### config.mk
export PLATFORM = sky130hd
export DESIGN_NAME = adc_sequence_control
export DESIGN_NICKNAME = d
export VERILOG_FILES = /design/src/adc_seq_pkg.sv /design/src/adc_sequence_control.sv
export SDC_FILE = /design/constraint.sdc
export NUM_CORES = 1
export LEC_CHECK = 0
export ABC_AREA = 0
export BUFFER_PORTS_ARGS = -buffer_cell sky130_fd_sc_hd__buf_2
export CAP_MARGIN = 10
export CELL_PAD_IN_SITES_DETAIL_PLACEMENT = 0
export CELL_PAD_IN_SITES_GLOBAL_PLACEMENT = 1
export CORE_AREA = 4 4 228 185
export DETAILED_ROUTE_END_ITERATION = 12
export DIE_AREA = 0 0 232 189
export GPL_TIMING_DRIVEN = 0
export PLACE_DENSITY = 0.74
export SYNTH_ARGS = -nofsm -noshare
export SYNTH_HDL_FRONTEND = slang
export SYNTH_SLANG_ARGS = --single-unit
### constraint.sdc
create_clock -name mclk -period 4.4 [get_ports mclk]
set_input_delay 0.22 -clock mclk [delete_from_list [all_inputs] [get_ports mclk]]
set_output_delay 0.22 -clock mclk [all_outputs]
set_load 0.01 [all_outputs]
### src/adc_seq_pkg.sv
// Package: register map, field layout and timing for the converter sequencer
package adc_seq_pkg;

  // Register byte addresses
  localparam logic [7:0] OFF_CONTROL_PRIMARY = 8'h00;
  localparam logic [7:0] OFF_CONTROL_SECOND  = 8'h04;
  localparam logic [7:0] OFF_SCAN_LIST       = 8'h08;
  localparam logic [7:0] OFF_STATUS          = 8'h0C;
  localparam logic [7:0] OFF_RESULT_BASE     = 8'h40;

  // Primary control field positions
  localparam int POS_POWER_ON  = 15;
  localparam int POS_IDLE_STOP = 13;
  localparam int POS_FORMAT    = 8;
  localparam int POS_TRIGGER   = 5;
  localparam int POS_SIMUL     = 3;
  localparam int POS_AUTO      = 2;
  localparam int POS_SAMPLE    = 1;
  localparam int POS_DONE      = 0;

  // Secondary control field positions
  localparam int POS_SCAN_EN   = 10;
  localparam int POS_CHANNELS  = 8;
  localparam int POS_SEQ_IRQ   = 2;

  // Status field positions
  localparam int POS_IRQ_FLAG  = 0;
  localparam int POS_BUF_PTR   = 4;

  // Reset values
  localparam logic [15:0] RST_CONTROL = 16'h0000;
  localparam logic [15:0] RST_SCAN    = 16'h0000;

  // Trigger codes
  localparam logic [2:0] TRIG_SOFTWARE = 3'h0;
  localparam logic [2:0] TRIG_EXT_IRQ0 = 3'h1;
  localparam logic [2:0] TRIG_TIMER3   = 3'h2;
  localparam logic [2:0] TRIG_PWM_END  = 3'h3;
  localparam logic [2:0] TRIG_CHARGE   = 3'h6;

  // Result format codes
  localparam logic [1:0] FMT_UINT  = 2'h0;
  localparam logic [1:0] FMT_SINT  = 2'h1;
  localparam logic [1:0] FMT_UFRAC = 2'h2;
  localparam logic [1:0] FMT_SFRAC = 2'h3;

  // Conversion timing: 12 conversion clocks, one per mclk
  localparam int CONV_CYCLES = 12;

  typedef enum logic [1:0] {
    ST_OFF    = 2'b00,
    ST_SAMPLE = 2'b01,
    ST_CONV   = 2'b11,
    ST_HOLD   = 2'b10
  } phase_t;

  // APB request bundle
  typedef struct packed {
    logic        psel;
    logic        penable;
    logic        pwrite;
    logic [7:0]  paddr;
    logic [31:0] pwdata;
  } apb_req_t;

  // Hardware trigger inputs
  typedef struct packed {
    logic ext_irq_zero;
    logic timer3_match;
    logic pwm_interval_end;
    logic charge_time_unit;
  } trig_t;

endpackage

### src/adc_sequence_control.sv
// Converter sequencing and control with APB register access
// Functional notes
// RQ1: Converter runs only while power-on bit set.
// RQ2: Idle-stop bit halts converter in Idle.
// RQ3: Format field picks one of four alignments.
// RQ4: Trigger field selects sample end source.
// RQ5: Simultaneous bit samples channel group together.
// RQ6: Auto-start resamples after conversion, sets sample.
// RQ7: Software sets sample; clears it to convert.
// RQ8: Hardware sets complete flag on conversion end.
// RQ9: Software clears complete flag; conversion unaffected.
// RQ10: Hardware clears complete flag only at conversion start.
// RQ11: Sequence count decides interrupt flag setting.
// RQ12: Scan list restarts at interrupt point.
// RQ13: Results go in order to 16 entries.
// RQ14: Four sample-and-hold channels, 14 inputs.
// RQ15: Converter may run in Sleep or Idle.
// RQ16: Software configures in documented order.
// RQ17: Software clears complete flag before sampling.
// RQ18: Channel count selects two or four channels. Code also selects one channel when the field is zero.
// RQ19: Interrupt after every N+1 sequences.
// RQ20: Buffer pointer rewinds when interrupt flag set.
//
// Local design decisions: the APB register port and the placing of the registers.
`timescale 1ns/1ps
module adc_sequence_control
  import adc_seq_pkg::*;
#(
  parameter int NUM_INPUTS = 14,
  parameter int BUF_DEPTH  = 16
) (
  // Clock and reset
  input  wire logic                   mclk,
  input  wire logic                   rst,
  // APB slave
  input  wire adc_seq_pkg::apb_req_t  apb_req,
  output logic [31:0]                 prdata,
  output logic                        pready,
  output logic                        pslverr,
  // Power state and triggers
  input  wire logic                   cpu_idle,
  input  wire adc_seq_pkg::trig_t     triggers,
  // Analog front end
  input  wire logic [9:0]             conv_value,
  output logic [3:0]                  hold_enable,
  output logic [3:0]                  input_select,
  output logic                        converter_irq_flag
);
  import adc_seq_pkg::*;

  // Refuse sizes the buffer and scan logic cannot serve
  initial begin
    if (BUF_DEPTH != 16 || NUM_INPUTS < 1 || NUM_INPUTS > 16) begin
      $error("adc_sequence_control: unsupported parameter values");
    end
  end

  // Whole module state
  typedef struct packed {
    logic [15:0]               ctrl1;
    logic [15:0]               ctrl2;
    logic [15:0]               scan;
    phase_t                    phase;
    logic [3:0]                conv_cnt;
    logic [1:0]                chan;
    logic [3:0]                scan_pos;
    logic [3:0]                seq_cnt;
    logic [3:0]                wptr;
    logic                      irq;
    logic                      ext_prev;
    logic [BUF_DEPTH-1:0][15:0] buffer;
    logic [31:0]               rdata;
    logic [3:0]                hold;
    logic [3:0]                sel;
  } state_t;

  state_t cur;
  state_t next_s;

  // Format a 10-bit raw result into the chosen alignment
  function automatic logic [15:0] format_result(input logic [1:0] fmt, input logic [9:0] raw);
    logic [9:0] sgn;
    sgn = raw ^ 10'h200;
    unique case (fmt)
      FMT_UINT:  format_result = {6'h00, raw};
      FMT_SINT:  format_result = {{6{sgn[9]}}, sgn};
      FMT_UFRAC: format_result = {raw, 6'h00};
      FMT_SFRAC: format_result = {sgn, 6'h00};
    endcase
  endfunction

  // Next scan input after pos with its select bit set, wrapping
  function automatic logic [3:0] next_scan(input logic [15:0] list, input logic [3:0] pos);
    logic [3:0] p;
    logic       hit;
    p   = pos;
    hit = 1'b0;
    for (int i = 1; i <= 16; i++) begin
      if (!hit && list[4'(pos + 4'(i))]) begin
        p   = 4'(pos + 4'(i));
        hit = 1'b1;
      end
    end
    next_scan = p;
  endfunction

  // First selected scan input
  function automatic logic [3:0] first_scan(input logic [15:0] list);
    first_scan = next_scan(list, 4'hF);
  endfunction

  logic       access;
  logic       run;
  logic       hw_trig;
  logic [1:0] last_chan;

  // APB access phase: zero wait states
  assign access  = apb_req.psel && apb_req.penable;
  assign pready  = 1'b1;
  assign pslverr = 1'b0;
  assign prdata  = cur.rdata;

  always_comb begin
    next_s   = cur;
    // RQ1 powered; RQ2 idle stop; RQ15 otherwise runs in idle or sleep
    run = cur.ctrl1[POS_POWER_ON] && !(cur.ctrl1[POS_IDLE_STOP] && cpu_idle);
    // RQ18 channel group size
    last_chan = cur.ctrl2[POS_CHANNELS+1] ? 2'h3 : (cur.ctrl2[POS_CHANNELS] ? 2'h1 : 2'h0);
    // RQ4 trigger source decode
    unique case (cur.ctrl1[POS_TRIGGER +: 3])
      TRIG_EXT_IRQ0: hw_trig = triggers.ext_irq_zero && !cur.ext_prev;
      TRIG_TIMER3:   hw_trig = triggers.timer3_match;
      TRIG_PWM_END:  hw_trig = triggers.pwm_interval_end;
      TRIG_CHARGE:   hw_trig = triggers.charge_time_unit;
      default:       hw_trig = 1'b0;
    endcase
    next_s.ext_prev = triggers.ext_irq_zero;

    // Register writes; read data captured in setup so it is stable in access
    if (apb_req.psel && !apb_req.penable && !apb_req.pwrite) begin
      next_s.rdata = 32'h0000_0000;
      if (apb_req.paddr == OFF_CONTROL_PRIMARY) begin
        next_s.rdata = {16'h0000, cur.ctrl1};
      end else if (apb_req.paddr == OFF_CONTROL_SECOND) begin
        next_s.rdata = {16'h0000, cur.ctrl2};
      end else if (apb_req.paddr == OFF_SCAN_LIST) begin
        next_s.rdata = {16'h0000, cur.scan};
      end else if (apb_req.paddr == OFF_STATUS) begin
        next_s.rdata = {24'h000000, cur.wptr, 3'h0, cur.irq};
      end else if (apb_req.paddr[7:6] == OFF_RESULT_BASE[7:6] && apb_req.paddr[1:0] == 2'h0) begin
        next_s.rdata = {16'h0000, cur.buffer[apb_req.paddr[5:2]]};
      end
    end
    if (access && apb_req.pwrite) begin
      if (apb_req.paddr == OFF_CONTROL_PRIMARY) begin
        next_s.ctrl1 = apb_req.pwdata[15:0] & 16'hA3EF;
        // RQ9 software may only clear the done bit, never set it
        next_s.ctrl1[POS_DONE] = cur.ctrl1[POS_DONE] & apb_req.pwdata[POS_DONE];
        // RQ7 sample bit follows software write
        next_s.ctrl1[POS_SAMPLE] = apb_req.pwdata[POS_SAMPLE];
      end else if (apb_req.paddr == OFF_CONTROL_SECOND) begin
        next_s.ctrl2 = apb_req.pwdata[15:0] & 16'h073C;
      end else if (apb_req.paddr == OFF_SCAN_LIST) begin
        next_s.scan = apb_req.pwdata[15:0] & 16'((32'h1 << NUM_INPUTS) - 1);
      end else if (apb_req.paddr == OFF_STATUS && !apb_req.pwdata[POS_IRQ_FLAG]) begin
        next_s.irq = 1'b0;
      end
    end

    // Sequencer
    unique case (cur.phase)
      ST_OFF: begin
        next_s.hold = 4'h0;
        if (run) begin
          next_s.phase    = ST_SAMPLE;
          next_s.scan_pos = first_scan(cur.scan);
        end
      end
      ST_SAMPLE: begin
        // RQ5 simultaneous or single-channel hold; RQ14 four holds
        next_s.hold = cur.ctrl1[POS_SIMUL] ? 4'((5'h2 << last_chan) - 5'h1) : 4'h1;
        next_s.sel  = cur.ctrl2[POS_SCAN_EN] ? cur.scan_pos : 4'h0;
        if (!run) begin
          // RQ1 RQ2 holds drop at once, not one cycle late
          next_s.hold  = 4'h0;
          next_s.phase = ST_OFF;
        end else if (next_s.ctrl1[POS_SAMPLE] &&
                     (hw_trig && cur.ctrl1[POS_TRIGGER +: 3] != TRIG_SOFTWARE)) begin
          next_s.ctrl1[POS_SAMPLE] = 1'b0;
          next_s.phase = ST_CONV;
        end else if (cur.ctrl1[POS_SAMPLE] && !next_s.ctrl1[POS_SAMPLE] &&
                     cur.ctrl1[POS_TRIGGER +: 3] == TRIG_SOFTWARE) begin
          // RQ7 software clear of sample starts conversion
          next_s.phase = ST_CONV;
        end
        if (next_s.phase == ST_CONV) begin
          // RQ10 hardware clears done only at conversion start
          next_s.ctrl1[POS_DONE] = 1'b0;
          next_s.hold     = 4'h0;
          next_s.conv_cnt = 4'h0;
          next_s.chan     = 2'h0;
        end
      end
      ST_CONV: begin
        if (!run) begin
          next_s.phase = ST_OFF;
        end else if (cur.conv_cnt == 4'(CONV_CYCLES - 1)) begin
          // RQ13 sequential buffer write; RQ3 alignment
          next_s.buffer[cur.wptr] = format_result(cur.ctrl1[POS_FORMAT +: 2], conv_value);
          next_s.wptr     = 4'(cur.wptr + 4'h1);
          next_s.conv_cnt = 4'h0;
          if (cur.chan == last_chan) begin
            next_s.phase = ST_HOLD;
          end else begin
            next_s.chan = 2'(cur.chan + 2'h1);
          end
        end else begin
          next_s.conv_cnt = 4'(cur.conv_cnt + 4'h1);
        end
      end
      ST_HOLD: begin
        // RQ8 done set at conversion end
        next_s.ctrl1[POS_DONE] = 1'b1;
        next_s.scan_pos = next_scan(cur.scan, cur.scan_pos);
        // RQ11 RQ19 interrupt after N+1 sequences
        if (cur.seq_cnt == cur.ctrl2[POS_SEQ_IRQ +: 4]) begin
          next_s.seq_cnt = 4'h0;
          next_s.irq     = 1'b1;
          // RQ20 pointer rewinds
          next_s.wptr    = 4'h0;
          // RQ12 scan restarts from first entry
          next_s.scan_pos = first_scan(cur.scan);
        end else begin
          next_s.seq_cnt = 4'(cur.seq_cnt + 4'h1);
        end
        // RQ6 auto-start sets sample again
        if (cur.ctrl1[POS_AUTO]) begin
          next_s.ctrl1[POS_SAMPLE] = 1'b1;
        end
        next_s.phase = run ? ST_SAMPLE : ST_OFF;
      end
    endcase
  end

  // Single state register; set beats clear on flags via ordering above
  always_ff @(posedge mclk) begin
    if (rst) begin
      cur       <= '0;
      cur.ctrl1 <= RST_CONTROL;
      cur.ctrl2 <= RST_CONTROL;
      cur.scan  <= RST_SCAN;
      cur.phase <= ST_OFF;
    end else begin
      cur <= next_s;
    end
  end

  assign hold_enable        = cur.hold;
  assign input_select       = cur.sel;
  assign converter_irq_flag = cur.irq;

endmodule

==> impl_metrics.env, run 1 <==
export IMPL_core_area_um2=40100
export IMPL_n_antenna_cell=0
export IMPL_place_ws_ns=-0.548
export IMPL_p_per_area_nw_per_um2=332
export IMPL_grt_max_degree=15
export IMPL_final_common_cell="dfxtp_1"
export IMPL_cp_end_kind="flip-flop"
export IMPL_hold_viol=0
export IMPL_synth_xor_area_share_pct=1.19
export IMPL_synth_top_family_by_area="compound AO/OA/AOI/OAI gates"
export IMPL_fin_area_um2=19600
export IMPL_ys_flop_type="dfxtp_1"
export IMPL_num_io_pins=103
export IMPL_fin_tns_setup_ns=0
export IMPL_fin_skew_ns=0.0244
export IMPL_synthCells=1917
export IMPL_path_class="reg2reg"
export IMPL_start_util_pct=42.3
export IMPL_min_path_type="in2reg"
export IMPL_root_buffer="clkbuf_16"
export IMPL_synthAdderAreaFrac_pct=1.33
export IMPL_worst_slack_ns=0.159
export IMPL_avgSynthCellArea_um2=8.86
export IMPL_cts_htree_levels=2
export IMPL_die_area_um2=43800
export IMPL_grt_first_pass_wirelength_um=92200
export IMPL_finalSetupViolations=0
export IMPL_grt_pass1_vias=14400
export IMPL_routedWlPerCell_um=23.8
export IMPL_clk_pin_slew_ns=0.07
export IMPL_antenna_left=0
export IMPL_synth_area_um2=17000
export IMPL_grt_antenna_before_repair=0
export IMPL_route_detailed_drc=0
export IMPL_io_buffers=62
export IMPL_syn_to_final_growth_pct=15.6
export IMPL_track_usage_pct=27.6
export IMPL_grt_overflow=0
export IMPL_routed_via_density=6.00
export IMPL_cp_required_ns=4.83
export IMPL_hpwlAfterDp_um=46400
export IMPL_synth_simple_area_share_pct=17.1
export IMPL_period_share_pct=96.4
export IMPL_p_leak_nw=6.50
export IMPL_vias=15700
export IMPL_synth_edf_count=0
export IMPL_yosysUniqueCellTypes=78
export IMPL_synth_compound_area_share_pct=18.0
export IMPL_synthMuxAreaShare_pct=16.5
export IMPL_slew_violations=0
export IMPL_layout_drive_gt1_share_pct=16.0
export IMPL_hold_worst_slack_ns=0.0227
export IMPL_async_flop_share_pct=0
export IMPL_status="completed"
export IMPL_peakVddDrop_mv=0.258
export IMPL_use_met3_pct=7.96
export IMPL_tightest_slew_ns=1.31
export IMPL_max_freq_mhz=236
export IMPL_cts_made_buffers=35
export IMPL_dp_cells=2539
export IMPL_routabilityCongestion=0.919
export IMPL_die_w_um=232
export IMPL_yosysSeqAreaShare_pct=39.2
export IMPL_fp_dieH_um=189
export IMPL_ys_ff_latch=333
export IMPL_drt_pass1_iter_count=5
export IMPL_cp_max_fo=10
export IMPL_arrival_ns=4.67
export IMPL_instances_no_fill=2624
export IMPL_worstSkewPairLatency_ns=0.55
export IMPL_fillCellCount=3930
export IMPL_cts_max_path_buffers=3
export IMPL_dr_first_iter_drc_count=1601
export IMPL_fin_crit_ns=4.24
export IMPL_cp_start_kind="flip-flop"
export IMPL_wl_um=62400
export IMPL_fin_nets=2133
export IMPL_mostFrequentLayoutCells="331 x dfxtp_1, 308 x nand2_1, 235 x nor2_1, 193 x a21oi_1, 158 x a211oi_1"
export IMPL_met2_usage_pct=38.6
export IMPL_clkSinkCount=333
export IMPL_ys_warn_count=0
export IMPL_place_area_um2=18000
export IMPL_maxCapViolations=0
export IMPL_grt_busiest_layer="met1"
export IMPL_met1_usage_pct=42.1
export IMPL_rows=66
export IMPL_maxSlewHeadroom_pct=11.9
export IMPL_cts_tree="done"
==> cells by family after synthesis <==
group / count (synthesis)
multiplexers: 144
adder cells (fa/ha/maj): 18
AND/OR/NAND/NOR: 686
other: 2
flip-flops: 333
AO/OA/AOI/OAI: 475
buffers and inverters: 236
XOR/XNOR: 23
==> state kept, by name, summed over array words and instances, names as in the netlist <==
name,count
input_select,4
converter_irq_flag,1
prdata,16
hold_enable,3
cur,309
==> metrics by stage <==
step | utilization [%] | total power (W)
5_1_grt | 48.9 | 0.00671
4_1_cts | 48.5 | 0.00656
2_1_floorplan | - | 0.00328
6_report | 48.9 | 0.00653
3_5_place_dp | 44.9 | 0.00341
3_3_place_gp | 44.9 | 0.00341
==> worst max-delay path, cell delays in order (launching register included) <==
cell and delay (ns):
dfxtp_2 0.35, buf_6 0.12, buf_12 0.14, buf_12 0.14, buf_12 0.14, inv_1 0.07
ha_1 0.31, buf_6 0.14, mux4_2 0.54, mux2_4 0.32, o22ai_4 0.21, nand3_2 0.14
buf_4 0.16, or3_1 0.36, clkbuf_1 0.17, o31ai_2 0.30, or3_1 0.16, a211oi_1 0.05
o31a_1 0.30
==> cells in the mapped netlist, drive strengths merged, types with 5 or more instances <==
library cell | n | area share (%)
mux4 | 104 | 14
a221oi | 7 | 0.36
and2 | 6 | 0.22
ha | 18 | 1.3
dfxtp | 333 | 39
inv | 26 | 0.57
xnor2 | 15 | 0.77
nand3 | 46 | 1.4
buf | 67 | 2.8
o21ai | 32 | 0.94
nand2b | 7 | 0.30
a211oi | 160 | 7.1
o22ai | 6 | 0.26
nor2b | 11 | 0.41
a21oi | 194 | 5.8
clkbuf | 139 | 3.1
mux2 | 15 | 1.0
nand4 | 14 | 0.52
nor2 | 236 | 5.2
o31ai | 5 | 0.22
nor3 | 23 | 0.68
or4 | 6 | 0.29
o32ai | 6 | 0.31
a22oi | 13 | 0.57
a31oi | 8 | 0.29
a32oi | 5 | 0.26
nor4 | 10 | 0.46
nand2 | 308 | 6.8
xor2 | 8 | 0.41
mux2i | 25 | 1.5
==> where the power goes <==
group | switching (W) | total (W) | internal, W
Clock | 0.00129 | 0.00317 | 0.00188
Sequential | 0.00000643 | 0.00303 | 0.00302
Combinational | 0.000229 | 0.000332 | 0.000102
==> repair_timing <==
action	in CTS	in global routing
hold endpoints to repair	18	0
setup endpoints to repair	4	4
pin swaps	1	4
hold buffers	13	0
buffers inserted	3	7
resized for setup	16	27
==> layer usage <==
| layer | vias up | wire, um |
|---|---|---|
| met5 | - | 0 |
| met4 | 0 | 1420 |
| met3 | 99 | 6940 |
| met2 | 800 | 25400 |
| met1 | 7695 | 28600 |
| li1 | 7144 | - |
==> layout make-up <==
class                      count  area, um^2  share of cell area [%]
timing repair buffer          86         531                    2.70
inverter                      30         114                   0.580
sequential                   333        6670                    34.0
multi-input combinational   1364        9400                    47.9
clock buffer                  48        1030                    5.22
clock inverter                14         191                   0.975
buffer                       205        1030                    5.24
tap                          544         681                    3.47
==> path summary, 6_finish.rpt <==
path	slack (ns)	cells after the start	end	from
setup reg to reg	0.16	18	cur[308]$_SDFFE_PP0P_	cur[306]$_SDFFE_PP0P_
hold / removal	0.02	3	cur[320]$_SDFFE_PP0P_	apb_req[2]
setup / recovery	0.16	18	cur[308]$_SDFFE_PP0P_	cur[306]$_SDFFE_PP0P_
hold reg to reg	0.45	2	cur[250]$_SDFFE_PP0P_	cur[250]$_SDFFE_PP0P_
(Power assumes the default switching activity.)
==> run 2: changes to the inputs <==
CAP_MARGIN = 5   (was 10)
PLACE_DENSITY = 0.78   (was 0.74)
==> impl_metrics.env, run 2 (same netlist as run 1, synthesis figures left out) <==
export IMPL_die_w_um=232
export IMPL_grt_max_degree=14
export IMPL_root_buffer="clkbuf_16"
export IMPL_p_per_area_nw_per_um2=329
export IMPL_cp_end_kind="flip-flop"
export IMPL_track_usage_pct=27.3
export IMPL_cts_tree="done"
export IMPL_worstSkewPairLatency_ns=0.54
export IMPL_sequentialPowerShare_pct=47.0
export IMPL_regToRegEndpoint="cur[307]$_SDFFE_PP0P_"
export IMPL_num_io_pins=103
export IMPL_layout_drive_gt1_share_pct=15.6
export IMPL_routabilityCongestion=0.948
export IMPL_n_antenna_cell=0
export IMPL_fin_nets=2134
export IMPL_startpoint="cur[306]$_SDFFE_PP0P_"
export IMPL_routed_via_density=6.02
export IMPL_p_int_w=0.00495
export IMPL_period_share_pct=96.1
export IMPL_worstReg2RegStart="cur[306]$_SDFFE_PP0P_"
export IMPL_grt_overflow=0
export IMPL_r2r_cells=18
export IMPL_cp_start_kind="flip-flop"
export IMPL_hold_worst_slack_ns=0.0257
export IMPL_fp_dieH_um=189
export IMPL_status="completed"
export IMPL_syn_to_final_growth_pct=15.3
export IMPL_slew_violations=0
export IMPL_clkSinkCount=333
export IMPL_r2r_slack_ns=0.17
export IMPL_place_ws_ns=-0.845
export IMPL_die_area_um2=43800
export IMPL_max_freq_mhz=237
export IMPL_worst_slack_ns=0.172
export IMPL_hold_viol=0
export IMPL_start_util_pct=42.3
export IMPL_fin_tns_setup_ns=0
export IMPL_peakVddDrop_mv=0.231
export IMPL_drt_pass1_iter_count=5
export IMPL_path_class="reg2reg"
export IMPL_min_path_type="in2reg"
export IMPL_pwr_share_clk_pct=47.9
export IMPL_fin_skew_ns=0.0142
export IMPL_whs_endpoint="cur[319]$_SDFFE_PP0P_"
export IMPL_finalSetupViolations=0
export IMPL_maxSlewHeadroom_pct=19.2
export IMPL_comb_power_share_pct=5.1
export IMPL_finalPower_w=0.00644
export IMPL_route_detailed_drc=0
export IMPL_cts_made_buffers=35
export IMPL_clk_pin_slew_ns=0.06
export IMPL_vias=15800
export IMPL_antenna_left=0
export IMPL_grt_first_pass_wirelength_um=92400
export IMPL_hp_start="apb_req[1]"
export IMPL_tightest_slew_ns=1.20
export IMPL_fin_crit_ns=4.23
export IMPL_min_path_cells=3
export IMPL_p_sw_w=0.00149
export IMPL_mostFrequentLayoutCells="331 x dfxtp_1, 308 x nand2_1, 235 x nor2_1, 193 x a21oi_1, 159 x a211oi_1"
export IMPL_dr_first_iter_drc_count=2046
export IMPL_cts_max_path_buffers=3
export IMPL_swShare_pct=23.1
export IMPL_hpwlAfterDp_um=45500
export IMPL_largest_reg_flops=309
export IMPL_cts_htree_levels=2
export IMPL_routedWlPerCell_um=23.6
export IMPL_grt_pass1_vias=14900
export IMPL_grt_antenna_before_repair=0
export IMPL_rsz0062_at_grt="false"
export IMPL_cp_required_ns=4.78
export IMPL_top_register="cur"
export IMPL_rows=66
export IMPL_final_common_cell="dfxtp_1"
export IMPL_wl_um=61800
export IMPL_io_buffers=62
export IMPL_core_area_um2=40100
export IMPL_maxCapViolations=0
export IMPL_arrival_ns=4.61
export IMPL_cp_max_fo=10
export IMPL_p_leak_nw=6.47
-- run 2: critical path, cell delays in order (launching register included) --
cell and delay, ns:
dfxtp_2 0.34, buf_6 0.12, buf_12 0.14, buf_12 0.13, buf_12 0.14, inv_1 0.06
ha_1 0.29, buf_6 0.13, mux4_2 0.54, mux2_4 0.32, o22ai_4 0.24, nand3_2 0.16
buf_6 0.16, or4b_1 0.51, buf_6 0.16, a211oi_1 0.26, nor4_1 0.07, a22oi_1 0.19
a311oi_1 0.11
-- run 2: what timing repair did --
item / 4_1_cts / 5_1_grt
resized for setup: 17 / 26
endpoints found under the setup margin: 4 / 4
hold endpoints to repair: 24 / 0
setup buffers: 3 / 7
hold buffers: 14 / 0
pin swaps: 1 / 5
-- run 2: final cells by class --
class / instances / area (um^2)
Tap cell: 544 / 681
Sequential cell: 333 / 6670
Multi-Input combinational cell: 1364 / 9380
Timing Repair Buffer: 87 / 541
Buffer: 205 / 1030
Fill cell: 3942 / 20500
Clock buffer: 52 / 1050
Clock inverter: 7 / 115
Inverter: 30 / 115
-- run 2: power by group through the flow --
stage	clock, W	sequential (W)	combinational (W)
finish	0.00308	0.00303	0.000330
global route	0.00323	0.00302	0.000347
CTS	0.00310	0.00303	0.000320
detailed placement	0	0.00309	0.000309
global placement	0	0.00309	0.000308
floorplan	0	0.00309	0.000184
-- run 2: through the flow --
step | util, % | std cells | instance area (um^2)
floorplan | - | 1933 | 17000
detailed placement | 44.9 | 2539 | 18000
global placement | 44.9 | 2539 | 18000
CTS | 48.4 | 2614 | 19400
finish | 48.8 | 2622 | 19600
global route | 48.8 | 2622 | 19600
-- run 2: per-layer routing --
layer / GRT usage [%] / up-vias / part of all wire, % / wire [um]
li1: - / 7138 / - / -
met1: 41.7 / 7733 / 45 / 27700
met2: 39.3 / 837 / 42 / 25800
met3: 7.30 / 83 / 12 / 7500
met4: 4.78 / 0 / 1.3 / 780
met5: 0 / - / 0 / 0
-- run 2: how the worst max path moves through the flow --
stage | cells after the start | slack [ns] | end
after global placement | 16 | -0.76 | cur[306]$_SDFFE_PP0P_
after CTS | 15 | 0.001 | cur[306]$_SDFFE_PP0P_
after floorplan | 15 | 0.26 | cur[308]$_SDFFE_PP0P_
after global routing | 17 | 0.00009 | cur[306]$_SDFFE_PP0P_
after detailed placement | 16 | -0.84 | cur[306]$_SDFFE_PP0P_
final | 18 | 0.17 | cur[307]$_SDFFE_PP0P_
